==> src/att0_pkg.sv <==
`default_nettype none
package att0_pkg;

  localparam int ADDR_W = 8;

  // register byte offsets
  localparam logic [ADDR_W-1:0] OFF_COUNT   = 8'h00;
  localparam logic [ADDR_W-1:0] OFF_COMPARE = 8'h04;
  localparam logic [ADDR_W-1:0] OFF_CONTROL = 8'h08;
  localparam logic [ADDR_W-1:0] OFF_ASYNC   = 8'h0C;
  localparam logic [ADDR_W-1:0] OFF_MASK    = 8'h10;
  localparam logic [ADDR_W-1:0] OFF_FLAGS   = 8'h14;
  localparam logic [ADDR_W-1:0] OFF_SFC     = 8'h18;

  // async_clock_status fields; busy index doubles as bit position
  localparam int BUSY_CTL = 0;
  localparam int BUSY_CMP = 1;
  localparam int BUSY_CNT = 2;
  localparam int AS0_BIT  = 3;

  // timer_interrupt_mask and timer_interrupt_flags fields
  localparam int OCIE_BIT = 1;
  localparam int TOIE_BIT = 0;
  localparam int OCF_BIT  = 1;
  localparam int TOV_BIT  = 0;

  // special_function_control fields
  localparam int TSM_BIT    = 7;
  localparam int ACME_BIT   = 3;
  localparam int PUD_BIT    = 2;
  localparam int PRESCALER_RESET_ZERO_BIT   = 1;
  localparam int PRESCALER_RESET_SHARED_BIT = 0;

  // timer_control fields
  localparam int CTL_WGM0_BIT = 6;
  localparam int CTL_WGM1_BIT = 3;
  localparam int CTL_COM_LSB  = 4;
  localparam int CTL_CS_LSB   = 0;
  localparam logic [7:0] CTL_RW_MASK = 8'h7F;

  // reset values
  localparam logic [7:0] CTL_RST   = 8'h00;
  localparam logic [7:0] ASYNC_RST = 8'h00;
  localparam logic [7:0] SFC_RST   = 8'h00;
  localparam logic [7:0] MASK_RST  = 8'h00;
  localparam logic [7:0] FLAGS_RST = 8'h00;

  // timing counts
  localparam logic [1:0] XFER_EDGES       = 2'h2;
  localparam int         FLAG_SYNC_STAGES = 3;

  localparam logic [7:0] COUNT_MAX    = 8'hFF;
  localparam logic [7:0] COUNT_BOTTOM = 8'h00;

  // prescaler
  localparam int         PRE_W        = 10;
  localparam logic [2:0] CS_STOP      = 3'h0;
  localparam logic [2:0] CS_DIRECT    = 3'h1;
  localparam logic [9:0] DIV8_MASK    = 10'h007;
  localparam logic [9:0] DIV32_MASK   = 10'h01F;
  localparam logic [9:0] DIV64_MASK   = 10'h03F;
  localparam logic [9:0] DIV128_MASK  = 10'h07F;
  localparam logic [9:0] DIV256_MASK  = 10'h0FF;
  localparam logic [9:0] DIV1024_MASK = 10'h3FF;

  typedef enum logic [1:0] {
    WGM_NORMAL,
    WGM_PHASE,
    WGM_CTC,
    WGM_FAST
  } att0_wgm_type;

  typedef struct packed {
    logic              psel;
    logic              penable;
    logic              pwrite;
    logic [ADDR_W-1:0] paddr;
    logic [31:0]       pwdata;
  } att0_apb_req_type;

  typedef struct packed {
    logic        pready;
    logic        pslverr;
    logic [31:0] prdata;
  } att0_apb_rsp_type;

endpackage : att0_pkg
`default_nettype wire

==> src/att0_prescaler.sv <==
`default_nettype none
module att0_prescaler #(
  parameter int PRE_W = att0_pkg::PRE_W
) (
  input  wire logic       core_clk_i,
  input  wire logic       rst_n_i,
  input  wire logic       ce_i,
  input  wire logic       src_tick_i,
  input  wire logic       clear_i,
  input  wire logic [2:0] sel_i,
  output logic            tick_o
);

  typedef struct packed {
    logic [PRE_W-1:0] cnt;
  } att0_pre_state_type;

  att0_pre_state_type st_reg;
  att0_pre_state_type st_next;

  function automatic logic [PRE_W-1:0] div_mask(input logic [2:0] sel);
    case (sel)
      3'h2:    div_mask = PRE_W'(att0_pkg::DIV8_MASK);
      3'h3:    div_mask = PRE_W'(att0_pkg::DIV32_MASK);
      3'h4:    div_mask = PRE_W'(att0_pkg::DIV64_MASK);
      3'h5:    div_mask = PRE_W'(att0_pkg::DIV128_MASK);
      3'h6:    div_mask = PRE_W'(att0_pkg::DIV256_MASK);
      default: div_mask = PRE_W'(att0_pkg::DIV1024_MASK);
    endcase
  endfunction : div_mask

  // a held reset also halts the timer, which is what sync hold relies on
  always_comb begin
    st_next = st_reg;
    tick_o  = 1'b0;
    if (clear_i) begin
      st_next.cnt = '0; // [RULE_19]
    end else if (src_tick_i) begin
      st_next.cnt = st_reg.cnt + PRE_W'(1);
      if (sel_i == att0_pkg::CS_DIRECT) begin
        tick_o = 1'b1;
      end else if (sel_i != att0_pkg::CS_STOP) begin
        tick_o = (st_reg.cnt & div_mask(sel_i)) == div_mask(sel_i); // [RULE_19]
      end
    end
  end

  always_ff @(posedge core_clk_i) begin
    if (!rst_n_i) begin
      st_reg <= '0;
    end else if (ce_i) begin
      st_reg <= st_next;
    end
  end

  clear_holds_a: assert property (@(posedge core_clk_i)
    disable iff (!rst_n_i || !ce_i)
    clear_i |-> !tick_o ##1 st_reg.cnt == '0) // [RULE_19]
    else $error("prescaler ticked or counted while held in reset");

endmodule : att0_prescaler
`default_nettype wire

==> src/att0_async_timer.sv <==
// Summary of operation
// RULE_01 - async select picks oscillator pin, else core clock
// RULE_02 - async counter write sets busy until loaded
// RULE_03 - async compare write sets busy until loaded
// RULE_04 - async control write sets busy until loaded
// RULE_05 - software waits for busy clear before rewriting
// RULE_06 - counter reads live; compare/control read staging
// RULE_07 - staged write lands after two oscillator edges
// RULE_08 - software follows safe clock switch sequence
// RULE_09 - no compare match while write pending
// RULE_10 - wake logic rearms after one oscillator cycle
// RULE_11 - wake starts on next timer clock
// RULE_12 - counter view refreshed on each oscillator edge
// RULE_13 - software reads counter after a busy cycle
// RULE_14 - async flags take three cycles plus tick
// RULE_15 - compare pin changes on timer tick only
// RULE_16 - interrupt needs enable, flag and global enable
// RULE_17 - compare flag set on match, vector/W1C clears
// RULE_18 - overflow flag on wrap or bottom reversal
// RULE_19 - prescaler divides 1..1024 or stops, resettable
// RULE_20 - sync hold keeps prescaler resets asserted
// RULE_21 - prescaler reset self-clears, async waits edge
// RULE_22 - async select detaches oscillator port pins
// RULE_23 - sync mode writes direct, busy reads zero
`default_nettype none
module att0_async_timer (
  input  wire logic                       core_clk_i,
  input  wire logic                       rst_n_i,
  input  wire logic                       ce_i,
  input  wire att0_pkg::att0_apb_req_type apb_req_i,
  output att0_pkg::att0_apb_rsp_type      apb_rsp_o,
  input  wire logic                       osc_pin_in_i,
  input  wire logic                       sleep_i,
  input  wire logic                       global_irq_enable_i,
  input  wire logic                       compare_vec_ack_i,
  input  wire logic                       overflow_vec_ack_i,
  output logic                            compare_irq_o,
  output logic                            overflow_irq_o,
  output logic                            compare_out_o,
  output logic                            wake_o,
  output logic                            osc_pin_detach_o,
  output logic                            prescaler_reset_zero_o,
  output logic                            prescaler_reset_shared_o
);

  localparam int PIPE_W = att0_pkg::FLAG_SYNC_STAGES - 1;

  typedef struct packed {
    att0_pkg::att0_apb_rsp_type rsp;
    logic [7:0]       count;
    logic [7:0]       view;
    logic [7:0]       cmp;
    logic [7:0]       ctl;
    logic [7:0]       cnt_tmp;
    logic [7:0]       cmp_tmp;
    logic [7:0]       ctl_tmp;
    logic [2:0]       busy;
    logic [2:0][1:0]  edges;
    logic             as0;
    logic [1:0]       mask;
    logic             ocf;
    logic             tov;
    logic [PIPE_W-1:0] cpipe;
    logic [PIPE_W-1:0] opipe;
    logic             timer_sync_hold;
    logic             acme;
    logic             pud;
    logic             prescaler_reset_zero;
    logic             prescaler_reset_shared;
    logic             down;
    logic             oc_out;
    logic             osc_s1;
    logic             osc_s2;
    logic             osc_s3;
    logic             sleep_d;
    logic             rearm;
    logic             wake_arm;
    logic             wake;
    logic             cirq;
    logic             oirq;
  } att0_state_type;

  localparam att0_state_type ST_RST = '{
    ctl:     att0_pkg::CTL_RST,
    as0:     att0_pkg::ASYNC_RST[att0_pkg::AS0_BIT],
    mask:    att0_pkg::MASK_RST[1:0],
    ocf:     att0_pkg::FLAGS_RST[att0_pkg::OCF_BIT],
    tov:     att0_pkg::FLAGS_RST[att0_pkg::TOV_BIT],
    timer_sync_hold:     att0_pkg::SFC_RST[att0_pkg::TSM_BIT],
    default: '0
  };

  att0_state_type st_reg;
  att0_state_type st_next;

  logic                osc_rise;
  logic                src_tick;
  logic                tmr_tick;
  logic                access;
  logic                wr_en;
  logic                rd_cap;
  logic [att0_pkg::ADDR_W-1:0] addr;
  logic [7:0]          wdata;
  logic                wr_cnt;
  logic                wr_cmp;
  logic                wr_ctl;
  logic                wr_async;
  logic                wr_mask;
  logic                wr_flags;
  logic                wr_sfc;
  logic                match;
  att0_pkg::att0_wgm_type mode;
  logic                cmp_evt;
  logic                ovf_evt;
  logic                ocf_set;
  logic                tov_set;
  logic [7:0]          rd_byte;
  logic                mapped;
  logic [7:0]          cnt_n;

  // osc_s1 only feeds osc_s2; the edge is taken from the later stages
  assign osc_rise = st_reg.osc_s2 & ~st_reg.osc_s3;
  assign src_tick = st_reg.as0 ? osc_rise : 1'b1; // [RULE_01]

  assign access = apb_req_i.psel & apb_req_i.penable;
  assign wr_en  = access & apb_req_i.pwrite & st_reg.rsp.pready;
  assign rd_cap = access & ~st_reg.rsp.pready;
  assign addr   = apb_req_i.paddr;
  assign wdata  = apb_req_i.pwdata[7:0];

  assign wr_cnt   = wr_en & (addr == att0_pkg::OFF_COUNT);
  assign wr_cmp   = wr_en & (addr == att0_pkg::OFF_COMPARE);
  assign wr_ctl   = wr_en & (addr == att0_pkg::OFF_CONTROL);
  assign wr_async = wr_en & (addr == att0_pkg::OFF_ASYNC);
  assign wr_mask  = wr_en & (addr == att0_pkg::OFF_MASK);
  assign wr_flags = wr_en & (addr == att0_pkg::OFF_FLAGS);
  assign wr_sfc   = wr_en & (addr == att0_pkg::OFF_SFC);

  assign mode = att0_pkg::att0_wgm_type'({st_reg.ctl[att0_pkg::CTL_WGM1_BIT],
                                          st_reg.ctl[att0_pkg::CTL_WGM0_BIT]});

  // a pending counter or compare load would compare against stale data
  assign match = tmr_tick & (st_reg.count == st_reg.cmp)
               & ~st_reg.busy[att0_pkg::BUSY_CNT]
               & ~st_reg.busy[att0_pkg::BUSY_CMP]; // [RULE_09]

  att0_prescaler #(
    .PRE_W (att0_pkg::PRE_W)
  ) u_prescaler (
    .core_clk_i (core_clk_i),
    .rst_n_i    (rst_n_i),
    .ce_i       (ce_i),
    .src_tick_i (src_tick),
    .clear_i    (st_reg.prescaler_reset_zero),
    .sel_i      (st_reg.ctl[att0_pkg::CTL_CS_LSB +: 3]),
    .tick_o     (tmr_tick)
  );

  always_comb begin
    rd_byte = 8'h00;
    mapped  = 1'b1;
    case (addr)
      att0_pkg::OFF_COUNT:   rd_byte = st_reg.view; // [RULE_06] [RULE_12]
      att0_pkg::OFF_COMPARE: rd_byte = st_reg.cmp_tmp; // [RULE_06]
      att0_pkg::OFF_CONTROL: rd_byte = st_reg.ctl_tmp & att0_pkg::CTL_RW_MASK;
      att0_pkg::OFF_ASYNC:   rd_byte = {4'h0, st_reg.as0, st_reg.busy};
      att0_pkg::OFF_MASK:    rd_byte = {6'h00, st_reg.mask};
      att0_pkg::OFF_FLAGS:   rd_byte = {6'h00, st_reg.ocf, st_reg.tov};
      att0_pkg::OFF_SFC: begin
        rd_byte[att0_pkg::TSM_BIT]    = st_reg.timer_sync_hold;
        rd_byte[att0_pkg::ACME_BIT]   = st_reg.acme;
        rd_byte[att0_pkg::PUD_BIT]    = st_reg.pud;
        rd_byte[att0_pkg::PRESCALER_RESET_ZERO_BIT]   = st_reg.prescaler_reset_zero;
        rd_byte[att0_pkg::PRESCALER_RESET_SHARED_BIT] = st_reg.prescaler_reset_shared;
      end
      default: mapped = 1'b0;
    endcase
  end

  always_comb begin
    st_next = st_reg;
    cnt_n   = st_reg.count;
    ovf_evt = 1'b0;

    // one wait state: answer in the cycle after the access phase opens
    st_next.rsp.pready = rd_cap;
    if (rd_cap) begin
      st_next.rsp.prdata  = {24'h000000, rd_byte};
      st_next.rsp.pslverr = ~mapped;
    end

    st_next.osc_s1 = osc_pin_in_i;
    st_next.osc_s2 = st_reg.osc_s1;
    st_next.osc_s3 = st_reg.osc_s2;

    if (tmr_tick) begin
      case (mode)
        att0_pkg::WGM_PHASE: begin
          if (!st_reg.down) begin
            if (st_reg.count == att0_pkg::COUNT_MAX) begin
              st_next.down = 1'b1;
              cnt_n        = st_reg.count - 8'h01;
            end else begin
              cnt_n = st_reg.count + 8'h01;
            end
          end else if (st_reg.count == att0_pkg::COUNT_BOTTOM) begin
            st_next.down = 1'b0;
            ovf_evt      = 1'b1; // [RULE_18]
            cnt_n        = st_reg.count + 8'h01;
          end else begin
            cnt_n = st_reg.count - 8'h01;
          end
        end
        att0_pkg::WGM_CTC: begin
          ovf_evt = st_reg.count == att0_pkg::COUNT_MAX; // [RULE_18]
          cnt_n   = (st_reg.count == st_reg.cmp) ? att0_pkg::COUNT_BOTTOM
                                                  : st_reg.count + 8'h01;
        end
        default: begin
          st_next.down = 1'b0;
          ovf_evt      = st_reg.count == att0_pkg::COUNT_MAX; // [RULE_18]
          cnt_n        = st_reg.count + 8'h01;
        end
      endcase
    end
    st_next.count = cnt_n;
    cmp_evt       = match;

    // pin follows the timer tick directly, no core clock retiming
    if (match) begin
      case (st_reg.ctl[att0_pkg::CTL_COM_LSB +: 2])
        2'h1:    st_next.oc_out = ~st_reg.oc_out; // [RULE_15]
        2'h2:    st_next.oc_out = 1'b0;
        2'h3:    st_next.oc_out = 1'b1;
        default: st_next.oc_out = st_reg.oc_out;
      endcase
    end

    // each staging register runs its own edge count, so they never interfere
    for (int i = 0; i < 3; i++) begin
      if (st_reg.busy[i] && osc_rise) begin
        if (st_reg.edges[i] == att0_pkg::XFER_EDGES - 2'h1) begin
          st_next.busy[i] = 1'b0; // [RULE_02] [RULE_03] [RULE_04] [RULE_07]
          case (i)
            att0_pkg::BUSY_CNT: st_next.count = st_reg.cnt_tmp;
            att0_pkg::BUSY_CMP: st_next.cmp   = st_reg.cmp_tmp;
            default:            st_next.ctl   = st_reg.ctl_tmp;
          endcase
        end else begin
          st_next.edges[i] = st_reg.edges[i] + 2'h1;
        end
      end
    end

    // a rewrite while busy restarts the transfer; software must not do it
    if (wr_cnt) begin
      st_next.cnt_tmp = wdata;
      if (st_reg.as0) begin
        st_next.busy[att0_pkg::BUSY_CNT]  = 1'b1; // [RULE_02] [RULE_05]
        st_next.edges[att0_pkg::BUSY_CNT] = 2'h0;
      end else begin
        st_next.count = wdata; // [RULE_23]
      end
    end
    if (wr_cmp) begin
      st_next.cmp_tmp = wdata;
      if (st_reg.as0) begin
        st_next.busy[att0_pkg::BUSY_CMP]  = 1'b1; // [RULE_03]
        st_next.edges[att0_pkg::BUSY_CMP] = 2'h0;
      end else begin
        st_next.cmp = wdata; // [RULE_23]
      end
    end
    if (wr_ctl) begin
      st_next.ctl_tmp = wdata & att0_pkg::CTL_RW_MASK;
      if (st_reg.as0) begin
        st_next.busy[att0_pkg::BUSY_CTL]  = 1'b1; // [RULE_04]
        st_next.edges[att0_pkg::BUSY_CTL] = 2'h0;
      end else begin
        st_next.ctl = wdata & att0_pkg::CTL_RW_MASK; // [RULE_23]
      end
    end
    if (wr_async) begin
      st_next.as0 = wdata[att0_pkg::AS0_BIT]; // [RULE_01] [RULE_22]
    end
    if (!st_next.as0) begin
      st_next.busy = 3'h0; // [RULE_23]
    end

    // in sync mode every core cycle counts as a source edge
    if (src_tick) begin
      st_next.view = st_next.count; // [RULE_12]
    end

    // async events cross through two stages after the tick that made them
    st_next.cpipe = {st_reg.cpipe[PIPE_W-2:0], cmp_evt & st_reg.as0};
    st_next.opipe = {st_reg.opipe[PIPE_W-2:0], ovf_evt & st_reg.as0};
    ocf_set = st_reg.as0 ? st_reg.cpipe[PIPE_W-1] : cmp_evt; // [RULE_14]
    tov_set = st_reg.as0 ? st_reg.opipe[PIPE_W-1] : ovf_evt; // [RULE_14]

    // an event in the clearing cycle is kept
    st_next.ocf = (st_reg.ocf & ~(wr_flags & wdata[att0_pkg::OCF_BIT])
                  & ~compare_vec_ack_i) | ocf_set; // [RULE_17]
    st_next.tov = (st_reg.tov & ~(wr_flags & wdata[att0_pkg::TOV_BIT])
                  & ~overflow_vec_ack_i) | tov_set; // [RULE_18]

    if (wr_mask) begin
      st_next.mask = {wdata[att0_pkg::OCIE_BIT], wdata[att0_pkg::TOIE_BIT]};
    end

    if (wr_sfc) begin
      st_next.timer_sync_hold    = wdata[att0_pkg::TSM_BIT];
      st_next.acme   = wdata[att0_pkg::ACME_BIT];
      st_next.pud    = wdata[att0_pkg::PUD_BIT];
      st_next.prescaler_reset_zero   = wdata[att0_pkg::PRESCALER_RESET_ZERO_BIT];
      st_next.prescaler_reset_shared = wdata[att0_pkg::PRESCALER_RESET_SHARED_BIT];
      if (st_reg.timer_sync_hold && !wdata[att0_pkg::TSM_BIT]) begin
        st_next.prescaler_reset_zero   = 1'b0; // [RULE_20]
        st_next.prescaler_reset_shared = 1'b0;
      end
    end else if (!st_reg.timer_sync_hold) begin
      st_next.prescaler_reset_shared = 1'b0; // [RULE_21]
      if (!st_reg.as0 || osc_rise) begin
        st_next.prescaler_reset_zero = 1'b0; // [RULE_21]
      end
    end

    st_next.cirq = st_reg.mask[att0_pkg::OCIE_BIT] & st_reg.ocf
                 & global_irq_enable_i; // [RULE_16]
    st_next.oirq = st_reg.mask[att0_pkg::TOIE_BIT] & st_reg.tov
                 & global_irq_enable_i; // [RULE_16]

    // after wake-up the wake logic is blind until one oscillator edge
    st_next.sleep_d = sleep_i;
    if (st_reg.sleep_d && !sleep_i) begin
      st_next.rearm = 1'b1; // [RULE_10]
    end else if (osc_rise) begin
      st_next.rearm = 1'b0;
    end
    if (sleep_i && st_reg.as0 && !st_reg.rearm
        && ((cmp_evt && st_reg.mask[att0_pkg::OCIE_BIT])
         || (ovf_evt && st_reg.mask[att0_pkg::TOIE_BIT]))) begin
      st_next.wake_arm = 1'b1; // [RULE_10]
    end
    if (st_reg.wake_arm && osc_rise) begin
      st_next.wake     = 1'b1; // [RULE_11]
      st_next.wake_arm = 1'b0;
    end
    if (!sleep_i) begin
      st_next.wake     = 1'b0;
      st_next.wake_arm = 1'b0;
    end
  end

  always_ff @(posedge core_clk_i) begin
    if (!rst_n_i) begin
      st_reg <= ST_RST;
    end else if (ce_i) begin
      st_reg <= st_next;
    end
  end

  assign apb_rsp_o                = st_reg.rsp;
  assign compare_irq_o            = st_reg.cirq;
  assign overflow_irq_o           = st_reg.oirq;
  assign compare_out_o            = st_reg.oc_out;
  assign wake_o                   = st_reg.wake;
  assign osc_pin_detach_o         = st_reg.as0; // [RULE_22]
  assign prescaler_reset_zero_o   = st_reg.prescaler_reset_zero;
  assign prescaler_reset_shared_o = st_reg.prescaler_reset_shared;

  busy_on_write_a: assert property (@(posedge core_clk_i) // [RULE_03]
    disable iff (!rst_n_i || !ce_i)
    wr_cmp && st_reg.as0 && !wr_async |=> st_reg.busy[att0_pkg::BUSY_CMP])
    else $error("compare write did not raise its busy flag");

  sync_busy_zero_a: assert property (@(posedge core_clk_i) // [RULE_23]
    disable iff (!rst_n_i || !ce_i)
    !st_reg.as0 |-> st_reg.busy == 3'h0)
    else $error("busy flag seen in synchronous mode");

  xfer_second_edge_a: assert property (@(posedge core_clk_i) // [RULE_07]
    disable iff (!rst_n_i || !ce_i)
    st_reg.busy[att0_pkg::BUSY_CMP] && osc_rise && !wr_cmp && !wr_async
    && st_reg.edges[att0_pkg::BUSY_CMP] == 2'h1
    |=> st_reg.cmp == $past(st_reg.cmp_tmp)
        && !st_reg.busy[att0_pkg::BUSY_CMP])
    else $error("staged compare not loaded on second edge");

  match_blocked_a: assert property (@(posedge core_clk_i) // [RULE_09]
    disable iff (!rst_n_i || !ce_i)
    st_reg.busy[att0_pkg::BUSY_CNT] || st_reg.busy[att0_pkg::BUSY_CMP]
    |=> $stable(st_reg.oc_out) && !(st_reg.cpipe[0]))
    else $error("compare matched while a load was pending");

  flag_sync_delay_a: assert property (@(posedge core_clk_i) // [RULE_14]
    disable iff (!rst_n_i || !ce_i)
    cmp_evt && st_reg.as0 ##1 st_reg.as0 |-> !st_reg.ocf || $past(st_reg.ocf)
      ##2 st_reg.ocf)
    else $error("async compare flag not set three cycles after tick");

  irq_gate_a: assert property (@(posedge core_clk_i) // [RULE_16]
    disable iff (!rst_n_i || !ce_i)
    compare_irq_o |-> $past(st_reg.ocf && global_irq_enable_i
                            && st_reg.mask[att0_pkg::OCIE_BIT]))
    else $error("compare interrupt without flag and enables");

  w1c_clear_a: assert property (@(posedge core_clk_i) // [RULE_17]
    disable iff (!rst_n_i || !ce_i)
    wr_flags && wdata[att0_pkg::OCF_BIT] && !ocf_set |=> !st_reg.ocf)
    else $error("write one did not clear compare flag");

  sync_hold_a: assert property (@(posedge core_clk_i) // [RULE_20]
    disable iff (!rst_n_i || !ce_i)
    st_reg.timer_sync_hold && st_reg.prescaler_reset_zero && !wr_sfc [*2] |-> st_reg.prescaler_reset_zero && !tmr_tick)
    else $error("prescaler reset dropped during sync hold");

  psr_selfclear_a: assert property (@(posedge core_clk_i) // [RULE_21]
    disable iff (!rst_n_i || !ce_i)
    st_reg.prescaler_reset_zero && !st_reg.timer_sync_hold && !st_reg.as0 && !wr_sfc && !wr_async
    |=> !st_reg.prescaler_reset_zero)
    else $error("prescaler reset did not self-clear");

  async_load_c: cover property (@(posedge core_clk_i)
    disable iff (!rst_n_i)
    st_reg.busy[att0_pkg::BUSY_CNT] ##[1:200] !st_reg.busy[att0_pkg::BUSY_CNT]);

  compare_irq_c: cover property (@(posedge core_clk_i)
    disable iff (!rst_n_i) $rose(compare_irq_o));

  wake_c: cover property (@(posedge core_clk_i)
    disable iff (!rst_n_i) $rose(wake_o));

  phase_ovf_c: cover property (@(posedge core_clk_i)
    disable iff (!rst_n_i) ovf_evt && mode == att0_pkg::WGM_PHASE);

endmodule : att0_async_timer
`default_nettype wire

==> config.mk <==
export PLATFORM = sky130hd
export DESIGN_NAME = att0_async_timer
export DESIGN_NICKNAME = d
export VERILOG_FILES = /design/src/att0_pkg.sv /design/src/att0_prescaler.sv /design/src/att0_async_timer.sv
export SDC_FILE = /design/constraint.sdc
export NUM_CORES = 1
export LEC_CHECK = 0
export ABC_AREA = 1
export BUFFER_PORTS_ARGS = -buffer_cell sky130_fd_sc_hd__clkbuf_2
export CAP_MARGIN = 30
export CORE_ASPECT_RATIO = 0.75
export CORE_MARGIN = 2
export CORE_UTILIZATION = 55
export DETAILED_ROUTE_END_ITERATION = 8
export PLACE_DENSITY = 0.77
export SLEW_MARGIN = 20
export SYNTH_ARGS = -nofsm -noshare
export SYNTH_HDL_FRONTEND = slang
export SYNTH_SLANG_ARGS = --single-unit
==> constraint.sdc <==
create_clock -name core_clk_i -period 2.4 [get_ports core_clk_i]
set_input_delay 0.48 -clock core_clk_i [delete_from_list [all_inputs] [get_ports core_clk_i]]
set_output_delay 0.48 -clock core_clk_i [all_outputs]
set_load 0.02 [all_outputs]
# --- Word-level counts from Yosys, hierarchy flattened ---
# Cells that the tools add are included.
word_totals:
  output_inout_bits: 41
  input_bits: 51
  elab_cells: 230
  reg_bits: 109
classes:
  reduce_logical: 40
  mux: 80
  n_eq_ne: 26
  n_bitwise: 41
  n_addsub: 6
ops:
  columns: ["cell", "n"]
  rows:
  - ["2-to-1 mux 8 bit", 15]
  - ["2-to-1 mux 10 bit", 6]
  - ["case mux 10 bit (5 select lines)", 1]
  - ["2-to-1 mux 2 bit", 17]
  - ["2-to-1 mux 1 bit", 32]
  - ["2-to-1 mux 16 bit", 2]
  - ["case mux 4 bit (7 select lines)", 1]
  - ["bitwise AND 1 bit", 27]
  - ["== test 8 x 5 -> 1 bit (second input constant)", 3]
  - ["AND reduction 2 bit", 12]
  - ["== test 8 x 4 -> 1 bit (second input constant)", 2]
  - ["logical NOT 8 bit", 2]
  - ["case mux 8 bit (2 select lines)", 1]
  - ["logical AND 1 bit", 11]
  - ["inverter 1 bit", 11]
  - ["adder 10 x 1 -> 10 bit (second input constant)", 1]
  - ["bitwise AND 10 bit", 1]
  - ["== test 10 bit", 1]
  - ["== test 2 x 1 -> 1 bit (second input constant)", 5]
  - ["== test 3 bit (second input constant)", 3]
  - ["case mux 3 bit (3 select lines)", 1]
  - ["AND reduction 3 bit", 3]
  - ["adder 8 x 1 -> 8 bit (second input constant)", 1]
  - ["== test 8 x 3 -> 1 bit (second input constant)", 1]
  - ["other kinds (18)", 33]

# --- Longest topological paths before layout ---
depth:
  depth_word: 21
  depth_mapped: 17
  ltp_nobuf: 16

# --- Hierarchy ---
# A second synthesis with hierarchy kept.
hier_totals:
  hier_cells: 932
  hier_area_um2: 6296.0
by_module_without_submodules:
  columns: ["module", "area_per_inst_um2", "seq_area_each_um2", "cells_per_inst", "n_inst"]
  rows:
  - ["att0_async_timer", 5710.5, 1961.9, 850, 1]
  - ["att0_prescaler", 585.6, 200.2, 82, 1]

# --- Worst setup path before layout ---
# No wires, ideal clock.
synth_timing:
  path_type: "input -> register"
  start: "in apb_req_i[33] (netlist name)"
  end: "reg st_reg[83] (netlist name)"
  path_slack_ns: 0.698
  path_stages: 14
  arrival_time_ns: 1.593
  n_path_buf: 0
  t_required_ns: 2.291
  setup_time_ns: 0.109
  cell_sequence: "nor2_4 nand2_4 nor2_4 nand2_4 nor2_4 inv_2 nor2_8 inv_2 o21ai_0 inv_1 nand2_1 nand3_1 nand2_1 inv_1"
synth_between:
  elab_chain_cells: 3
synth_rtl:
  columns: ["element", "line", "text"]
  rows:
  - ["start, declared", "att0_async_timer.sv:30", "input wire att0_pkg::att0_apb_req_type apb_req_i,"]
  - ["logical NOT 8 bit", "att0_async_timer.sv:131", "assign wr_cnt = wr_en & (addr == att0_pkg::OFF_COUNT);"]
  - ["bitwise AND 1 bit", "att0_async_timer.sv:131", null]
  - ["2-to-1 mux 8 bit", "att0_async_timer.sv:256", "if (wr_cnt) begin"]
  - ["end signal, assigned", "att0_async_timer.sv:359", "st_reg <= st_next;"]
  - ["end, declared", "att0_async_timer.sv:93", "att0_state_type st_reg;"]
# No other way between the ends.
# A chain may end at the register's enable or synchronous reset.

# --- Worst setup path in the final report ---
layout_timing:
  start: "reg st_reg[83] (netlist name)"
  end: "reg st_reg[79] (netlist name)"
layout_between:
  elab_chain_cells: 9
  word_cells_on_any_way: 15
  classes_between: "add/sub: 2; eq/ne: 2; mux: 10; reduce/logical: 1"
layout_rtl:
  columns: ["element", "line", "text"]
  rows:
  - ["adder 8 x 1 -> 8 bit (tied with other cells)", null, null]
  - ["2-to-1 mux 8 bit (on tied branches)", "att0_async_timer.sv:200, att0_async_timer.sv:206", null]
  - ["2-to-1 mux 8 bit", "att0_async_timer.sv:199", "if (!st_reg.down) begin"]
  - ["case mux 8 bit (2 select lines) (*)", "att0_async_timer.sv:197", "case (mode)"]
  - ["2-to-1 mux 8 bit (*)", "att0_async_timer.sv:196", "if (tmr_tick) begin"]
  - ["2-to-1 mux 8 bit", "att0_async_timer.sv:242", "if (st_reg.edges[i] == att0_pkg::XFER_EDGES - 2'h1) begin"]
  - ["2-to-1 mux 8 bit (*)", "att0_async_timer.sv:241", "if (st_reg.busy[i] && osc_rise) begin"]
  - ["2-to-1 mux 8 bit", "att0_async_timer.sv:258", "if (st_reg.as0) begin"]
  - ["2-to-1 mux 8 bit (*)", "att0_async_timer.sv:256", null]
# Every way passes the cells marked *; elsewhere a longest branch is shown, timed or not.

==> out/qor.csv <==
stage,metric,value,unit
outcome,status,"complete, no violations",
cts,Worst-path clk slew,0.07,ns
cts,clock buffer depth,2,
sta,Rel. slew slack,59.2,%
placed_design,port bufs,43,
route,Post-Route WL,17100,um
die,I/O pins,92,
global_route,first-pass GRT wire length,27100,um
sta,Finish-stage setup viols,0,
die,area of the core,11000,um2
cells_and_area,filler cell count in the final layout,1042,
sta,worst setup margin,0.294,ns
synthesis,main combinational cell family by area after synthesis,simple AND/OR/NAND/NOR gates,
critical_path,Slowest cell on crit path,dfxtp_1,
route,Via Count,6135,
synthesis,Post-synth top cells,"173 x nand2_1, 122 x inv_1, 108 x dfxtp_1",
critical_path,worst path cell trace,ha_1 -> nand2_1 -> nor2_2 -> nand2_1 -> nand2_2 -> nand2_4 -> nand2_1 -> nand3_2 -> nand2_1 -> nand2_1 -> nand2_1 -> nand2_1 -> nand2_1 -> nand3_1 -> nand2_1 -> inv_1,
sta,Fmax,475,MHz
cells_and_area,# diodes,0,
sta,worst hold slack,0.360,ns
synthesis,share of the synthesized area in the top cell type,34.8,%
cts,Post-CTS Resized,0,
synthesis,Post-Synth Adder-Cell Area,1.21,%
die,die footprint,12200,um2
sta,Final Hold Viols,0,
placed_design,Area after DPL,6460,um2
synthesis,"top cells by area, synth","dfxtp_1 35%, nand2_1 10%, a21oi_1 8.0%",
route,1st-iter DRT viols,699,
hold_path,Worst Hold Class,input port to flip-flop,
cts,Clock Sink Count,108,
placed_design,Post-Place Setup Slack,0.208,ns
die,Die Ht,96.0,um
synthesis,post-synthesis cell count,920,
sta,RSZ-0062 raised after global routing,no,
synthesis,YS warnings,0,
placed_design,placed insts,1082,
synthesis,synth unique cells,47,
critical_path,CP endpoint kind,flip-flop,
synthesis,Synth Area in Compound Gates,21.3,%
cells_and_area,Area Growth Syn to Fin,9.01,%
sta,fin crit share,87.8,%
critical_path,r2r setup slk,0.29,ns
die,Die W,127,um
global_route,grt total ovfl,0,
global_route,Global Route Usage Sum,28.5,%
die,# rows,33,
synthesis,"FF+latch count, synth",108,
sta,Period minus WS final,2.11,ns
critical_path,worst endpoint data arrival time,2.36,ns
route,average routed wire per standard cell,15.6,um
placed_design,Post-DP HPWL,12700,um
critical_path,worst-path fanout max,8,
synthesis,Synth Area per Inst,6.75,um2
synthesis,most frequent cell after synthesis,nand2_1,
critical_path,most frequent cell on the critical path,nand2_1,
critical_path,Worst EP required,2.65,ns
critical_path,startpoint types,flip-flop,
placed_design,gpl congestion,0.971,
sta,Max Clock Skew,0.0100,ns
global_route,largest net degree at the start of global routing,52,
route,router iterations before antenna repair,7,
cts,insertion delay to the later sink of the worst-skew pair,0.35,ns
die,Initial Utilization,56.5,%
cells_and_area,final cell area excluding filler cells,6770,um2
global_route,initial antenna violation count,0,
sta,"Slew Viols, Final",0,
sta,measured slew at the worst slew-check pin,0.611,ns
cells_and_area,NumNets Final,1010,
critical_path,WP buf/inv,1,
cts,CTS tree,yes,
sta,setup TNS,0,ns
synthesis,asr flop ratio synth,0,%
synthesis,ys flop type,dfxtp_1,
cells_and_area,Util after Layout,61.6,%
cts,CTS buffer count,9,
synthesis,cell taking the most area after synthesis,dfxtp_1,
critical_path,WS Path Type,flip-flop to flip-flop,
route,antenna-violating nets left,0,
cells_and_area,layout cells sized above 1,14.1,%
route,number of remaining DRC errors,0,
cts,CTS root buf,clkbuf_16,
synthesis,Post-Synth XOR/XNOR Area,1.69,%
cts,H-tree depth,3,
run,max-cap violations,0,
power_and_ir_drop,Tot Pwr,3.90,mW
cells_and_area,"non-filler cells, final",1098,
synthesis,post-synthesis mux area share,0.866,%
cts,hold_buf cts,0,
power_and_ir_drop,Power Density,576,nW/um2
critical_path,CP peak stage delay,0.44,ns
global_route,vias in the first global route,5239,
power_and_ir_drop,static leakage,2.98,nW
cts,total setup buffers inserted after CTS,0,
critical_path,Top delay family on crit path,simple AND/OR/NAND/NOR gates,
synthesis,Post-Synth Simple-Gate Area,25.4,%
power_and_ir_drop,VDD IR max,0.000463,V
synthesis,"Seq/Total Area, Yosys",34.8,%
synthesis,Mapped Area,6210,um2
route,Via density,5.59,
synthesis,number of flops mapped to enable cells by yosys,0,
cells_and_area,max FFs per register,75,
[worst register-to-register path: cells and delay by family, from the launching register on]
family	cells	cell delay (ns)
flops	1	0.44
simple gates	14	1.32
fa+ha+maj	1	0.22
buf+inv	1	0.04
[final cells by class]
| class | instances | area [um2] | share of cell area, % |
|---|---|---|---|
| tap | 140 | 175 | 2.59 |
| sequential | 108 | 2160 | 31.9 |
| clock buffer | 10 | 239 | 3.53 |
| multi-input combinational | 632 | 3220 | 47.6 |
| clock inverter | 6 | 71.3 | 1.05 |
| timing repair buffer | 63 | 378 | 5.58 |
| inverter | 139 | 522 | 7.71 |
[report_power, final]
| group | internal [mW] | switching, mW | leakage [nW] |
|---|---|---|---|
| logic | 0.150 | 0.323 | 1.95 |
| registers | 1.84 | 0.0442 | 0.878 |
| clock network | 0.850 | 0.696 | 0.151 |
[per-layer routing]
layer	GRT usage, %	wire length (um)	up-vias
li1	-	-	3017
met1	42.0	7780	2770
met2	41.4	7130	320
met3	6.28	1880	28
met4	9.34	328	0
met5	0	0	-
[cells by family (layout without fill, tap and decap cells)]
group	count (synthesis)	after routing
multiplexers	5	5
adder cells (fa/ha/maj)	6	6
other	1	24
XOR/XNOR	12	12
AND/OR/NAND/NOR	346	346
AO/OA/AOI/OAI	239	239
flip-flops	108	108
buffers and inverters	203	218
[path summary, 6_finish.rpt]
| kind | startpoint | to | depth (start not counted) |
|---|---|---|---|
| hold / removal | osc_pin_in_i | st_next[7]$_SDFFE_PN0P_ | 3 |
| hold reg to reg | wake_o$_SDFFE_PN0P_ | wake_o$_SDFFE_PN0P_ | 2 |
| setup reg to reg | st_reg[83]$_SDFFE_PN0P_ | st_reg[79]$_SDFFE_PN0P_ | 16 |
| setup / recovery | st_reg[83]$_SDFFE_PN0P_ | st_reg[79]$_SDFFE_PN0P_ | 16 |
[placed cells by master (no fill, tap or decap), types with 19 or more instances in the layout]
master / instances
nand2_1: 173
inv_1: 122
dfxtp_1: 108
a21oi_1: 99
o21ai_0: 86
nor2_1: 78
clkbuf_2: 43
nand3_1: 40
conb_1: 24
buf_4: 19
No activity file was read; power rests on OpenSTA's default activity.
